## config.mk

```make
export PLATFORM = sky130hd
export DESIGN_NAME = pie_irq_enable
export DESIGN_NICKNAME = d
export VERILOG_FILES = /design/src/design/pie_pkg.sv /design/src/design/pie_flag_cell.sv /design/src/design/pie_irq_enable.sv
export SDC_FILE = /design/constraint.sdc
export NUM_CORES = 1
export LEC_CHECK = 0
export BUFFER_PORTS_ARGS = -buffer_cell sky130_fd_sc_hd__buf_2
export CORE_MARGIN = 3
export CORE_UTILIZATION = 51
export CTS_BUF_LIST = sky130_fd_sc_hd__clkbuf_4
export DETAILED_ROUTE_END_ITERATION = 10
export GPL_TIMING_DRIVEN = 0
export PLACE_DENSITY = 0.88
export SYNTH_ARGS = -nofsm -noshare
export SYNTH_HDL_FRONTEND = slang
export SYNTH_HIERARCHICAL = 1
export SYNTH_SLANG_ARGS = --single-unit
```

## constraint.sdc

```tcl
create_clock -name clock_i -period 3.1 [get_ports clock_i]
set_input_delay 0.31 -clock clock_i [delete_from_list [all_inputs] [get_ports clock_i]]
set_output_delay 0.31 -clock clock_i [all_outputs]
set_load 0.01 [all_outputs]
```

## src/design/pie_pkg.sv

```systemverilog
package pie_pkg;
    localparam int PIE_DATA_W = 8;
    localparam int PIE_ADDR_W = 8;
    localparam int PIE_BANK_W = 4;
    localparam int PIE_SRC_N = 8;

    localparam logic [PIE_ADDR_W-1:0] PIE_FLAG_ADDR = 8'h16;
    localparam logic [PIE_ADDR_W-1:0] PIE_ENABLE_ADDR = 8'h17;
    localparam logic [PIE_ADDR_W-1:0] PIE_CTRL_ADDR = 8'h18;
    localparam logic [PIE_BANK_W-1:0] PIE_REG_BANK = 4'h1;

    localparam logic [PIE_DATA_W-1:0] PIE_ENABLE_RESET = 8'h00;
    localparam logic [PIE_DATA_W-1:0] PIE_FLAG_RESET = 8'h00;

    localparam int PIE_BIT_PORT_CHANGE = 7;
    localparam int PIE_BIT_TIMER3 = 6;
    localparam int PIE_BIT_TIMER2 = 5;
    localparam int PIE_BIT_TIMER1 = 4;
    localparam int PIE_BIT_CAPTURE2 = 3;
    localparam int PIE_BIT_CAPTURE1 = 2;
    localparam int PIE_BIT_TX_EMPTY = 1;
    localparam int PIE_BIT_RX_FULL = 0;

    localparam int PIE_CTRL_GROUP_EN = 0;
    localparam int PIE_CTRL_GLOBAL_DIS = 1;
    localparam logic PIE_GROUP_EN_RESET = 1'b0;
    localparam logic PIE_GLOBAL_DIS_RESET = 1'b1;
endpackage

```

## src/design/pie_flag_cell.sv

```systemverilog
`timescale 1ns/100ps
module pie_flag_cell
(
    input wire logic clock_i,
    input wire logic reset_i,
    input wire logic set_i,
    input wire logic wr_i,
    input wire logic wdata_i,
    input wire logic enable_i,
    output logic flag_o,
    output logic req_o
);
    import pie_pkg::*;

    logic flag_q;
    logic flag_d;

    // Hardware set wins over a software clear in the same cycle
    always_comb
    begin
        flag_d = flag_q;
        if (wr_i)
        begin
            flag_d = wdata_i;
        end
        if (set_i)
        begin
            flag_d = 1'b1;
        end
    end

    always_ff @(posedge clock_i)
    begin
        if (reset_i)
        begin
            flag_q <= PIE_FLAG_RESET[0];
        end
        else
        begin
            flag_q <= flag_d;
        end
    end

    assign flag_o = flag_q;
    assign req_o = flag_q & enable_i;
endmodule

```

## src/design/pie_irq_enable.sv

```systemverilog
// The implementer's own choice: strobed register access.
`timescale 1ns/100ps
module pie_irq_enable
    import pie_pkg::*;
(
    input wire logic clock_i,
    input wire logic reset_i,
    input wire logic [pie_pkg::PIE_ADDR_W-1:0] addr_i,
    input wire logic [pie_pkg::PIE_BANK_W-1:0] bank_i,
    input wire logic [pie_pkg::PIE_DATA_W-1:0] wdata_i,
    input wire logic wr_i,
    input wire logic rd_i,
    input wire logic port_change_i,
    input wire logic timer3_evt_i,
    input wire logic timer2_evt_i,
    input wire logic timer1_evt_i,
    input wire logic capture2_pin_evt_i,
    input wire logic capture1_pin_evt_i,
    input wire logic tx_empty_i,
    input wire logic rx_full_i,
    output logic [pie_pkg::PIE_DATA_W-1:0] rdata_o,
    output logic [pie_pkg::PIE_DATA_W-1:0] flags_o,
    output logic periph_req_o,
    output logic periph_irq_o
);
    import pie_pkg::*;

    logic [PIE_DATA_W-1:0] enable_q;
    logic [PIE_DATA_W-1:0] rdata_q;
    logic [PIE_DATA_W-1:0] flags_q;
    logic [PIE_SRC_N-1:0] src_set;
    logic [PIE_SRC_N-1:0] flag_bits;
    logic [PIE_SRC_N-1:0] req_bits;
    logic group_en_q;
    logic global_dis_q;
    logic periph_req_q;
    logic periph_irq_q;
    logic in_bank;
    logic hit_enable;
    logic hit_flag;
    logic hit_ctrl;

    // Positions follow the enable register layout
    always_comb
    begin
        src_set = '0;
        src_set[PIE_BIT_PORT_CHANGE] = port_change_i;
        src_set[PIE_BIT_TIMER3] = timer3_evt_i;
        src_set[PIE_BIT_TIMER2] = timer2_evt_i;
        src_set[PIE_BIT_TIMER1] = timer1_evt_i;
        src_set[PIE_BIT_CAPTURE2] = capture2_pin_evt_i;
        src_set[PIE_BIT_CAPTURE1] = capture1_pin_evt_i;
        src_set[PIE_BIT_TX_EMPTY] = tx_empty_i;
        src_set[PIE_BIT_RX_FULL] = rx_full_i;
    end

    assign in_bank = (bank_i == PIE_REG_BANK);
    assign hit_enable = in_bank && (addr_i == PIE_ENABLE_ADDR);
    assign hit_flag = in_bank && (addr_i == PIE_FLAG_ADDR);
    assign hit_ctrl = in_bank && (addr_i == PIE_CTRL_ADDR);

    always_ff @(posedge clock_i)
    begin
        if (reset_i)
        begin
            enable_q <= PIE_ENABLE_RESET;
        end
        else if (wr_i && hit_enable)
        begin
            enable_q <= wdata_i;
        end
    end

    // Group enable and global disable live together in one control word
    always_ff @(posedge clock_i)
    begin
        if (reset_i)
        begin
            group_en_q <= PIE_GROUP_EN_RESET;
            global_dis_q <= PIE_GLOBAL_DIS_RESET;
        end
        else if (wr_i && hit_ctrl)
        begin
            group_en_q <= wdata_i[PIE_CTRL_GROUP_EN];
            global_dis_q <= wdata_i[PIE_CTRL_GLOBAL_DIS];
        end
    end

    // One cell per source; flags set regardless of enable or global disable
    genvar gi;
    generate
        for (gi = 0; gi < PIE_SRC_N; gi++)
        begin : g_cell
            pie_flag_cell u_cell (
                .clock_i(clock_i),
                .reset_i(reset_i),
                .set_i(src_set[gi]),
                .wr_i(wr_i && hit_flag),
                .wdata_i(wdata_i[gi]),
                .enable_i(enable_q[gi]),
                .flag_o(flag_bits[gi]),
                .req_o(req_bits[gi])
            );
        end
    endgenerate

    // Registered so every output comes straight from a flop; costs one cycle of latency
    always_ff @(posedge clock_i)
    begin
        if (reset_i)
        begin
            periph_req_q <= 1'b0;
            periph_irq_q <= 1'b0;
            flags_q <= PIE_FLAG_RESET;
        end
        else
        begin
            periph_req_q <= |req_bits;
            periph_irq_q <= (|req_bits) && group_en_q && !global_dis_q;
            flags_q <= flag_bits;
        end
    end

    // Unmapped reads answer zero
    always_ff @(posedge clock_i)
    begin
        if (reset_i)
        begin
            rdata_q <= '0;
        end
        else if (rd_i)
        begin
            if (hit_enable)
            begin
                rdata_q <= enable_q;
            end
            else if (hit_flag)
            begin
                rdata_q <= flag_bits;
            end
            else if (hit_ctrl)
            begin
                rdata_q <= '0;
                rdata_q[PIE_CTRL_GROUP_EN] <= group_en_q;
                rdata_q[PIE_CTRL_GLOBAL_DIS] <= global_dis_q;
            end
            else
            begin
                rdata_q <= '0;
            end
        end
        else
        begin
            rdata_q <= '0;
        end
    end

    assign rdata_o = rdata_q;
    assign flags_o = flags_q;
    assign periph_req_o = periph_req_q;
    assign periph_irq_o = periph_irq_q;

    // Reset sits in the antecedents of the $stable checks below: a one-cycle reset in mid-run would
    // otherwise leave attempts that compare against the state from before it
    enable_reset_a: assert property (
        @(posedge clock_i) reset_i |=> (enable_q == PIE_ENABLE_RESET))
        else $error("enable register not clear after reset");

    enable_hold_a: assert property (
        @(posedge clock_i) disable iff (reset_i)
        (!reset_i && !(wr_i && hit_enable)) |=> $stable(enable_q))
        else $error("enable register changed without a write");

    bank_guard_a: assert property (
        @(posedge clock_i) disable iff (reset_i)
        (!reset_i && wr_i && !in_bank) |=> $stable(enable_q))
        else $error("write to another bank reached the enable register");

    flag_bank_a: assert property (
        @(posedge clock_i) disable iff (reset_i)
        (!reset_i && wr_i && !in_bank && (src_set == 8'h00)) |=> $stable(flag_bits))
        else $error("write to another bank reached the flags");

    ctrl_bank_a: assert property (
        @(posedge clock_i) disable iff (reset_i)
        (!reset_i && wr_i && !in_bank)
        |=> ($stable(group_en_q) && $stable(global_dis_q)))
        else $error("write to another bank reached the control bits");

    enable_write_a: assert property (
        @(posedge clock_i) disable iff (reset_i)
        (wr_i && hit_enable) |=> (enable_q == $past(wdata_i)))
        else $error("enable write not stored");

    enable_read_a: assert property (
        @(posedge clock_i) disable iff (reset_i)
        (rd_i && hit_enable && !wr_i) |=> (rdata_o == $past(enable_q)))
        else $error("enable read data wrong");

    flag_read_a: assert property (
        @(posedge clock_i) disable iff (reset_i)
        (rd_i && hit_flag && !wr_i) |=> (rdata_o == $past(flag_bits)))
        else $error("flag read data wrong");

    ctrl_read_a: assert property (
        @(posedge clock_i) disable iff (reset_i)
        (rd_i && hit_ctrl && !wr_i)
        |=> ((rdata_o[PIE_CTRL_GLOBAL_DIS] == $past(global_dis_q))
            && (rdata_o[PIE_CTRL_GROUP_EN] == $past(group_en_q))))
        else $error("control read data wrong");

    unmapped_read_a: assert property (
        @(posedge clock_i) disable iff (reset_i)
        (rd_i && !hit_enable && !hit_flag && !hit_ctrl) |=> (rdata_o == 8'h00))
        else $error("unmapped read not zero");

    bank_read_a: assert property (
        @(posedge clock_i) disable iff (reset_i)
        (rd_i && !in_bank) |=> (rdata_o == 8'h00))
        else $error("read from another bank not zero");

    read_idle_a: assert property (
        @(posedge clock_i) !rd_i |=> (rdata_o == 8'h00))
        else $error("read data stood outside its cycle");

    ctrl_write_a: assert property (
        @(posedge clock_i) disable iff (reset_i)
        (wr_i && hit_ctrl)
        |=> ((group_en_q == $past(wdata_i[PIE_CTRL_GROUP_EN]))
            && (global_dis_q == $past(wdata_i[PIE_CTRL_GLOBAL_DIS]))))
        else $error("control write not stored");

    ctrl_hold_a: assert property (
        @(posedge clock_i) disable iff (reset_i)
        (!reset_i && !(wr_i && hit_ctrl))
        |=> ($stable(group_en_q) && $stable(global_dis_q)))
        else $error("control bits changed without a write");

    generate
        for (gi = 0; gi < PIE_SRC_N; gi++)
        begin : g_chk
            bit_mask_a: assert property (
                @(posedge clock_i) disable iff (reset_i)
                (!enable_q[gi] && ((req_bits & ~(8'h01 << gi)) == 8'h00))
                |=> !periph_req_o)
                else $error("masked source raised request");

            bit_pass_a: assert property (
                @(posedge clock_i) disable iff (reset_i)
                (!reset_i && flag_bits[gi] && enable_q[gi]) |=> periph_req_o)
                else $error("enabled source did not raise request");

            flag_set_a: assert property (
                @(posedge clock_i) disable iff (reset_i)
                (!reset_i && src_set[gi]) |=> flag_bits[gi])
                else $error("flag not set by source");

            flag_hold_a: assert property (
                @(posedge clock_i) disable iff (reset_i)
                (!reset_i && flag_bits[gi] && !(wr_i && hit_flag)) |=> flag_bits[gi])
                else $error("flag dropped without a write");

            flag_clear_a: assert property (
                @(posedge clock_i) disable iff (reset_i)
                (!reset_i && wr_i && hit_flag && !wdata_i[gi] && !src_set[gi])
                |=> !flag_bits[gi])
                else $error("flag not cleared by software");

            flag_write_a: assert property (
                @(posedge clock_i) disable iff (reset_i)
                (!reset_i && wr_i && hit_flag && wdata_i[gi]) |=> flag_bits[gi])
                else $error("flag not set by software");

            set_wins_a: assert property (
                @(posedge clock_i) disable iff (reset_i)
                (!reset_i && src_set[gi] && wr_i && hit_flag && !wdata_i[gi])
                |=> flag_bits[gi])
                else $error("software clear beat a source set");
        end
    endgenerate

    flags_copy_a: assert property (
        @(posedge clock_i) disable iff (reset_i)
        !reset_i |=> (flags_o == $past(flag_bits)))
        else $error("flag copy out of step");

    group_block_a: assert property (
        @(posedge clock_i) disable iff (reset_i)
        !group_en_q |=> !periph_irq_o)
        else $error("interrupt passed with group disabled");

    global_block_a: assert property (
        @(posedge clock_i) disable iff (reset_i)
        global_dis_q |=> !periph_irq_o)
        else $error("interrupt passed with global disable set");

    irq_pass_a: assert property (
        @(posedge clock_i) disable iff (reset_i)
        (!reset_i && (|req_bits) && group_en_q && !global_dis_q) |=> periph_irq_o)
        else $error("unmasked request did not raise interrupt");

    irq_low_a: assert property (
        @(posedge clock_i) disable iff (reset_i)
        (req_bits == 8'h00) |=> (!periph_req_o && !periph_irq_o))
        else $error("request without a pending enabled flag");

    irq_req_a: assert property (
        @(posedge clock_i) disable iff (reset_i)
        periph_irq_o |-> periph_req_o)
        else $error("interrupt without the combined request");

    req_flags_a: assert property (
        @(posedge clock_i) disable iff (reset_i)
        !reset_i |=> (periph_req_o == (|(flags_o & $past(enable_q)))))
        else $error("request disagrees with flag copy and enables");

    global_reset_a: assert property (
        @(posedge clock_i) reset_i |=> (global_dis_q && !periph_irq_o))
        else $error("global disable not set by reset");

    outputs_reset_a: assert property (
        @(posedge clock_i)
        reset_i |=> (!periph_req_o && (flags_o == 8'h00) && (rdata_o == 8'h00)))
        else $error("outputs not clear after reset");

    combine_req_a: assert property (
        @(posedge clock_i) disable iff (reset_i)
        !reset_i |=> (periph_req_o == (|($past(flag_bits) & $past(enable_q)))))
        else $error("combined request mismatch");
endmodule

```

# Yosys cells after proc, flatten, opt, wreduce, memory -nomap -nowiden
# Cells that the tools add are included.
# op_classes
eq_ne,4
n_mux,19
n_bitwise,9
reduce_logical,19
# ops
cell,n
$eq A8 B5 Y1 const B,3
$mux W1,16
$mux W8,2
$reduce_bool A2 Y1,8
$and A1 B1 Y1,8
$logic_and A1 B1 Y1,8
$reduce_or A8 Y1,1
$eq A4 B1 Y1 const B,1
$mux W2,1
$reduce_or A2 Y1,1
$logic_not A1 Y1,1
$not A1 Y1,1
# totals
ff_bits,36
out_inout_bits,18
wordCells,66

# Depth between registers and ports, before layout
# logic_depth
ltp_word,5
ltp_mapped,5

# Cells and area by module
# Netlist, hierarchy kept.
# modules_own_cells
mod,instances,cells_per_inst,area_per_inst_um2
pie_irq_enable,1,109,1138.6
pie_flag_cell,8,5,45.0

# Least setup slack after synthesis
# No wires, ideal clock.
# synth_path
kind,input to register
from,input port addr_i[7] in the netlist's numbering
to,register g_cell[0].u_cell.flag_q
setup_time_ns,0.119
arrival_time_ns,2.361
slack_ns,0.621
path_stages,5
path_buffers,0
cell_sequence,nor4_4 > nand2_1 > nor4_1 > mux2i_1 > a21oi_1
# synth_between
elab_chain_len,4
# synth_rtl
element,line,source
"start, declared",pie_irq_enable.sv:8,"input wire logic [pie_pkg::PIE_ADDR_W-1:0] addr_i,"
$eq A8 B5 Y1,pie_irq_enable.sv:59,assign hit_flag = in_bank && (addr_i == PIE_FLAG_ADDR);
$logic_and A1 B1 Y1,pie_irq_enable.sv:59,
$logic_and A1 B1 Y1,pie_irq_enable.sv:98,".wr_i(wr_i && hit_flag),"
$reduce_bool A2 Y1 (no line),-,
"end signal, assigned",pie_flag_cell.sv:36,flag_q <= PIE_FLAG_RESET[0];
"end signal, assigned",pie_flag_cell.sv:40,flag_q <= flag_d;
"end, declared",pie_flag_cell.sv:15,logic flag_q;
# Every way passes these cells.
# A chain may end at the register's enable or synchronous reset.

# Worst setup path in the final report
# layout_path
from,input port addr_i[7] in the netlist's numbering
to,register g_cell[4].u_cell.flag_q
# layout_between
elab_chain_len,4
# layout_rtl
element,line
$eq A8 B5 Y1,pie_irq_enable.sv:59
$logic_and A1 B1 Y1,pie_irq_enable.sv:59
$logic_and A1 B1 Y1,pie_irq_enable.sv:98
$reduce_bool A2 Y1 (no line),-
"end signal, assigned",pie_flag_cell.sv:36
"end signal, assigned",pie_flag_cell.sv:40
"end, declared",pie_flag_cell.sv:15
# Every way passes these cells.

==> results.json <==
{
  "dr.pass1.iters": 4,
  "via_per_inst": 4.94,
  "rsz0062_at_grt": "false",
  "rows": 19,
  "clkLatencyLatePin_ns": 0.32,
  "hpwl_mm": 2.24,
  "critPathRequiredTime_ns": 3.32,
  "wl_mm": 2.72,
  "grt_first_pass_wirelength_mm": 4.35,
  "timing.setup.tns_ns": 0,
  "timing.rr.start": "g_cell[5].u_cell/flag_o$_SDFFE_PP0P_",
  "cts_tree": "done",
  "cts_made_buffers": 5,
  "die_h_microns": 60.2,
  "worstPathArrival_ns": 1.90,
  "cts_setup_buffers": 0,
  "p_switching_w": 0.000177,
  "io_buffer_count": 49,
  "start_util_pct": 53.9,
  "pwr-share-clk_pct": 27.3,
  "hp-start": "timer1_evt_i",
  "criticalPathCategory": "in2reg",
  "die_x_microns": 60.2,
  "ir_worst_vdd_mv": 0.440,
  "finalCritPeriodShare_pct": 54.1,
  "netlist_area_sq_um": 1500,
  "pin_count": 50,
  "synth_cells": 149,
  "p_sw_share_pct": 22.9,
  "vias": 1171,
  "dpl.cell_count": 230,
  "hp-class": "in2reg",
  "grt_pass1_vias": 1010,
  "cts.clk_slew.worst_paths_ns": 0.10,
  "syn_nets": 181,
  "p_leak_nw": 0.892,
  "endpoint_kind": "flop",
  "setup_ws_ns": 1.42,
  "synth_cell_type_count": 23,
  "pwr-share-comb_pct": 10.0,
  "cp-startpoint": "addr_i[7]",
  "worstPathMaxFanout": 7,
  "fmaxAchievable_ghz": 0.596,
  "p_int_w": 0.000594,
  "hold_viol_final": 0,
  "root_buffer": "clkbuf_4",
  "grt_overflow_total": 0,
  "dieArea_sq_um": 3630,
  "antenna_found_initial": 0,
  "cts_buffer_depth": 2,
  "max_slew_margin_pct": 71.9,
  "syn2layout_area_growth_pct": 22.9,
  "ys_seq_area_share_pct": 48.1,
  "wl_per_cell_microns": 11.5,
  "cts_resized": 0,
  "reg2reg_slack_ns": 1.95,
  "crit_path_start_kind": "input pin",
  "pre_cts_ws_ns": 1.04,
  "status": "finished, final reports clean",
  "min_period_ns": 1.68,
  "cts_sinks": 36,
  "track_usage_pct": 16.2,
  "initialDrtViolationCount": 21,
  "whs_ns": 0.201,
  "seqPwrFrac_pct": 62.7,
  "drc": 0,
  "clock_skew_ns": 0.0154,
  "layout-drive-gt1-share_pct": 29.6,
  "core_sq_um": 2780,
  "h-tree-depth": 2,
  "ctsHoldBuffers": 0,
  "setup-violations-final": 0,
  "ys_warn_count": 6,
  "fillers": 236,
  "ys_ff_latch": 36,
  "grt_max_degree": 12,
  "avgSynthCellArea_sq_um": 10.1,
  "maxCapViolCount": 0,
  "instances_no_fill": 237,
  "gp_congestion": 0.912,
  "nets": 238,
  "worst_pin_slew_ns": 0.422,
  "cellPowerDensity_nw_per_um2": 419,
  "slew_violations": 0,
  "drtAntennaViolNets": 0,
  "n_antenna_cell": 0
}
[sequential cells by signal (all words and copies together), names as in the netlist]
signal and flops:
enable_q 8, flags_o 8, g_cell.u_cell/flag_o 8, global_dis_q 1, group_en_q 1, periph_irq_o 1
periph_req_o 1, rdata_o 8
[layout by cell type (no fill, tap or decap), drive strengths merged, types with 2 or more instances in the layout]
master    n
nand2     2
a2bb2oi   2
inv       9
nand2b   18
nor2b     9
clkbuf    7
nor2     12
a21oi    10
clkinv    2
nand4     3
and2      8
nor4      6
buf      52
dfxtp    36
mux2i    24
[power groups by stage]
stage,clock network (W),logic [W],registers (W)
floorplan,0,0.0000375,0.000495
global placement,0,0.0000755,0.000494
detailed placement,0,0.0000780,0.000494
CTS,0.000218,0.0000777,0.000484
global route,0.000233,0.0000863,0.000485
finish,0.000211,0.0000771,0.000484
[critical path, cell delays in order]
cell	delay [ns]
buf_2	0.11
nor4_4	0.39
nand2_1	0.16
nor4_2	0.37
buf_4	0.26
mux2i_1	0.21
a21oi_1	0.08
[stage by stage]
step	cell area (sq um)	utilization, %	power, W
after floorplan	1500	-	0.000532
after global placement	1780	64.1	0.000569
after detailed placement	1800	64.6	0.000572
after CTS	1840	66.2	0.000779
after global routing	1840	66.2	0.000804
final	1840	66.2	0.000771
[area by class of cell]
cell class / instances / area, sq um / area share (%)
Tap cell: 31 / 38.8 / 2.11
Clock buffer: 5 / 37.5 / 2.04
Inverter: 9 / 33.8 / 1.83
Multi-Input combinational cell: 100 / 734 / 39.9
Buffer: 4 / 16.3 / 0.883
Sequential cell: 36 / 721 / 39.1
Clock inverter: 2 / 7.51 / 0.408
Timing Repair Buffer: 50 / 253 / 13.7
[per-layer routing]
layer,up-vias,global-route usage [%],part of all wire (%)
li1,620,-,-
met1,505,22.1,46
met2,44,23.8,46
met3,2,5.40,7.7
met4,0,5.70,0.37
met5,-,0,0
[kinds of logic (layout without fill, tap and decap cells)]
group                  count (synthesis)  in the layout  share of synthesized area, %
muxes                                 24             24                          16.0
and+or+nand+nor                       64             64                          28.0
buffers and inverters                 13             70                          3.34
AOI/OAI and AO/OA                     12             12                          4.51
DFF                                   36             36                          48.1
[final timing paths]
path | end | depth (start not counted)
worst max-delay path | g_cell[4].u_cell/flag_o$_SDFFE_PP0P_ | 7
worst min-delay path | g_cell[4].u_cell/flag_o$_SDFFE_PP0P_ | 3
worst max register to register | periph_req_o$_SDFF_PP0_ | 3
worst min register to register | enable_q[4]$_SDFFE_PP0P_ | 2
[synth_stat cells]
master | n | area share [%]
nor4b_2 | 1 | 1.0
and4bb_2 | 1 | 0.83
nor4_1 | 5 | 2.1
nor2_1 | 12 | 3.0
clkbuf_1 | 2 | 0.50
nand4_4 | 1 | 1.4
dfxtp_1 | 36 | 48
and4b_1 | 1 | 0.67
and2_1 | 8 | 3.3
nand4_1 | 2 | 0.83
nand2b_1 | 18 | 7.5
nand2_1 | 2 | 0.50
inv_1 | 9 | 2.3
nand3b_1 | 1 | 0.50
nor2b_1 | 9 | 3.8
nand4b_1 | 1 | 0.58
and3b_1 | 1 | 0.58
a21oi_1 | 10 | 3.3
buf_2 | 1 | 0.33
mux2i_1 | 24 | 16
nor4_4 | 1 | 1.4
a2bb2oi_1 | 2 | 1.2
buf_1 | 1 | 0.25
Power figures use the tool's default switching activity.
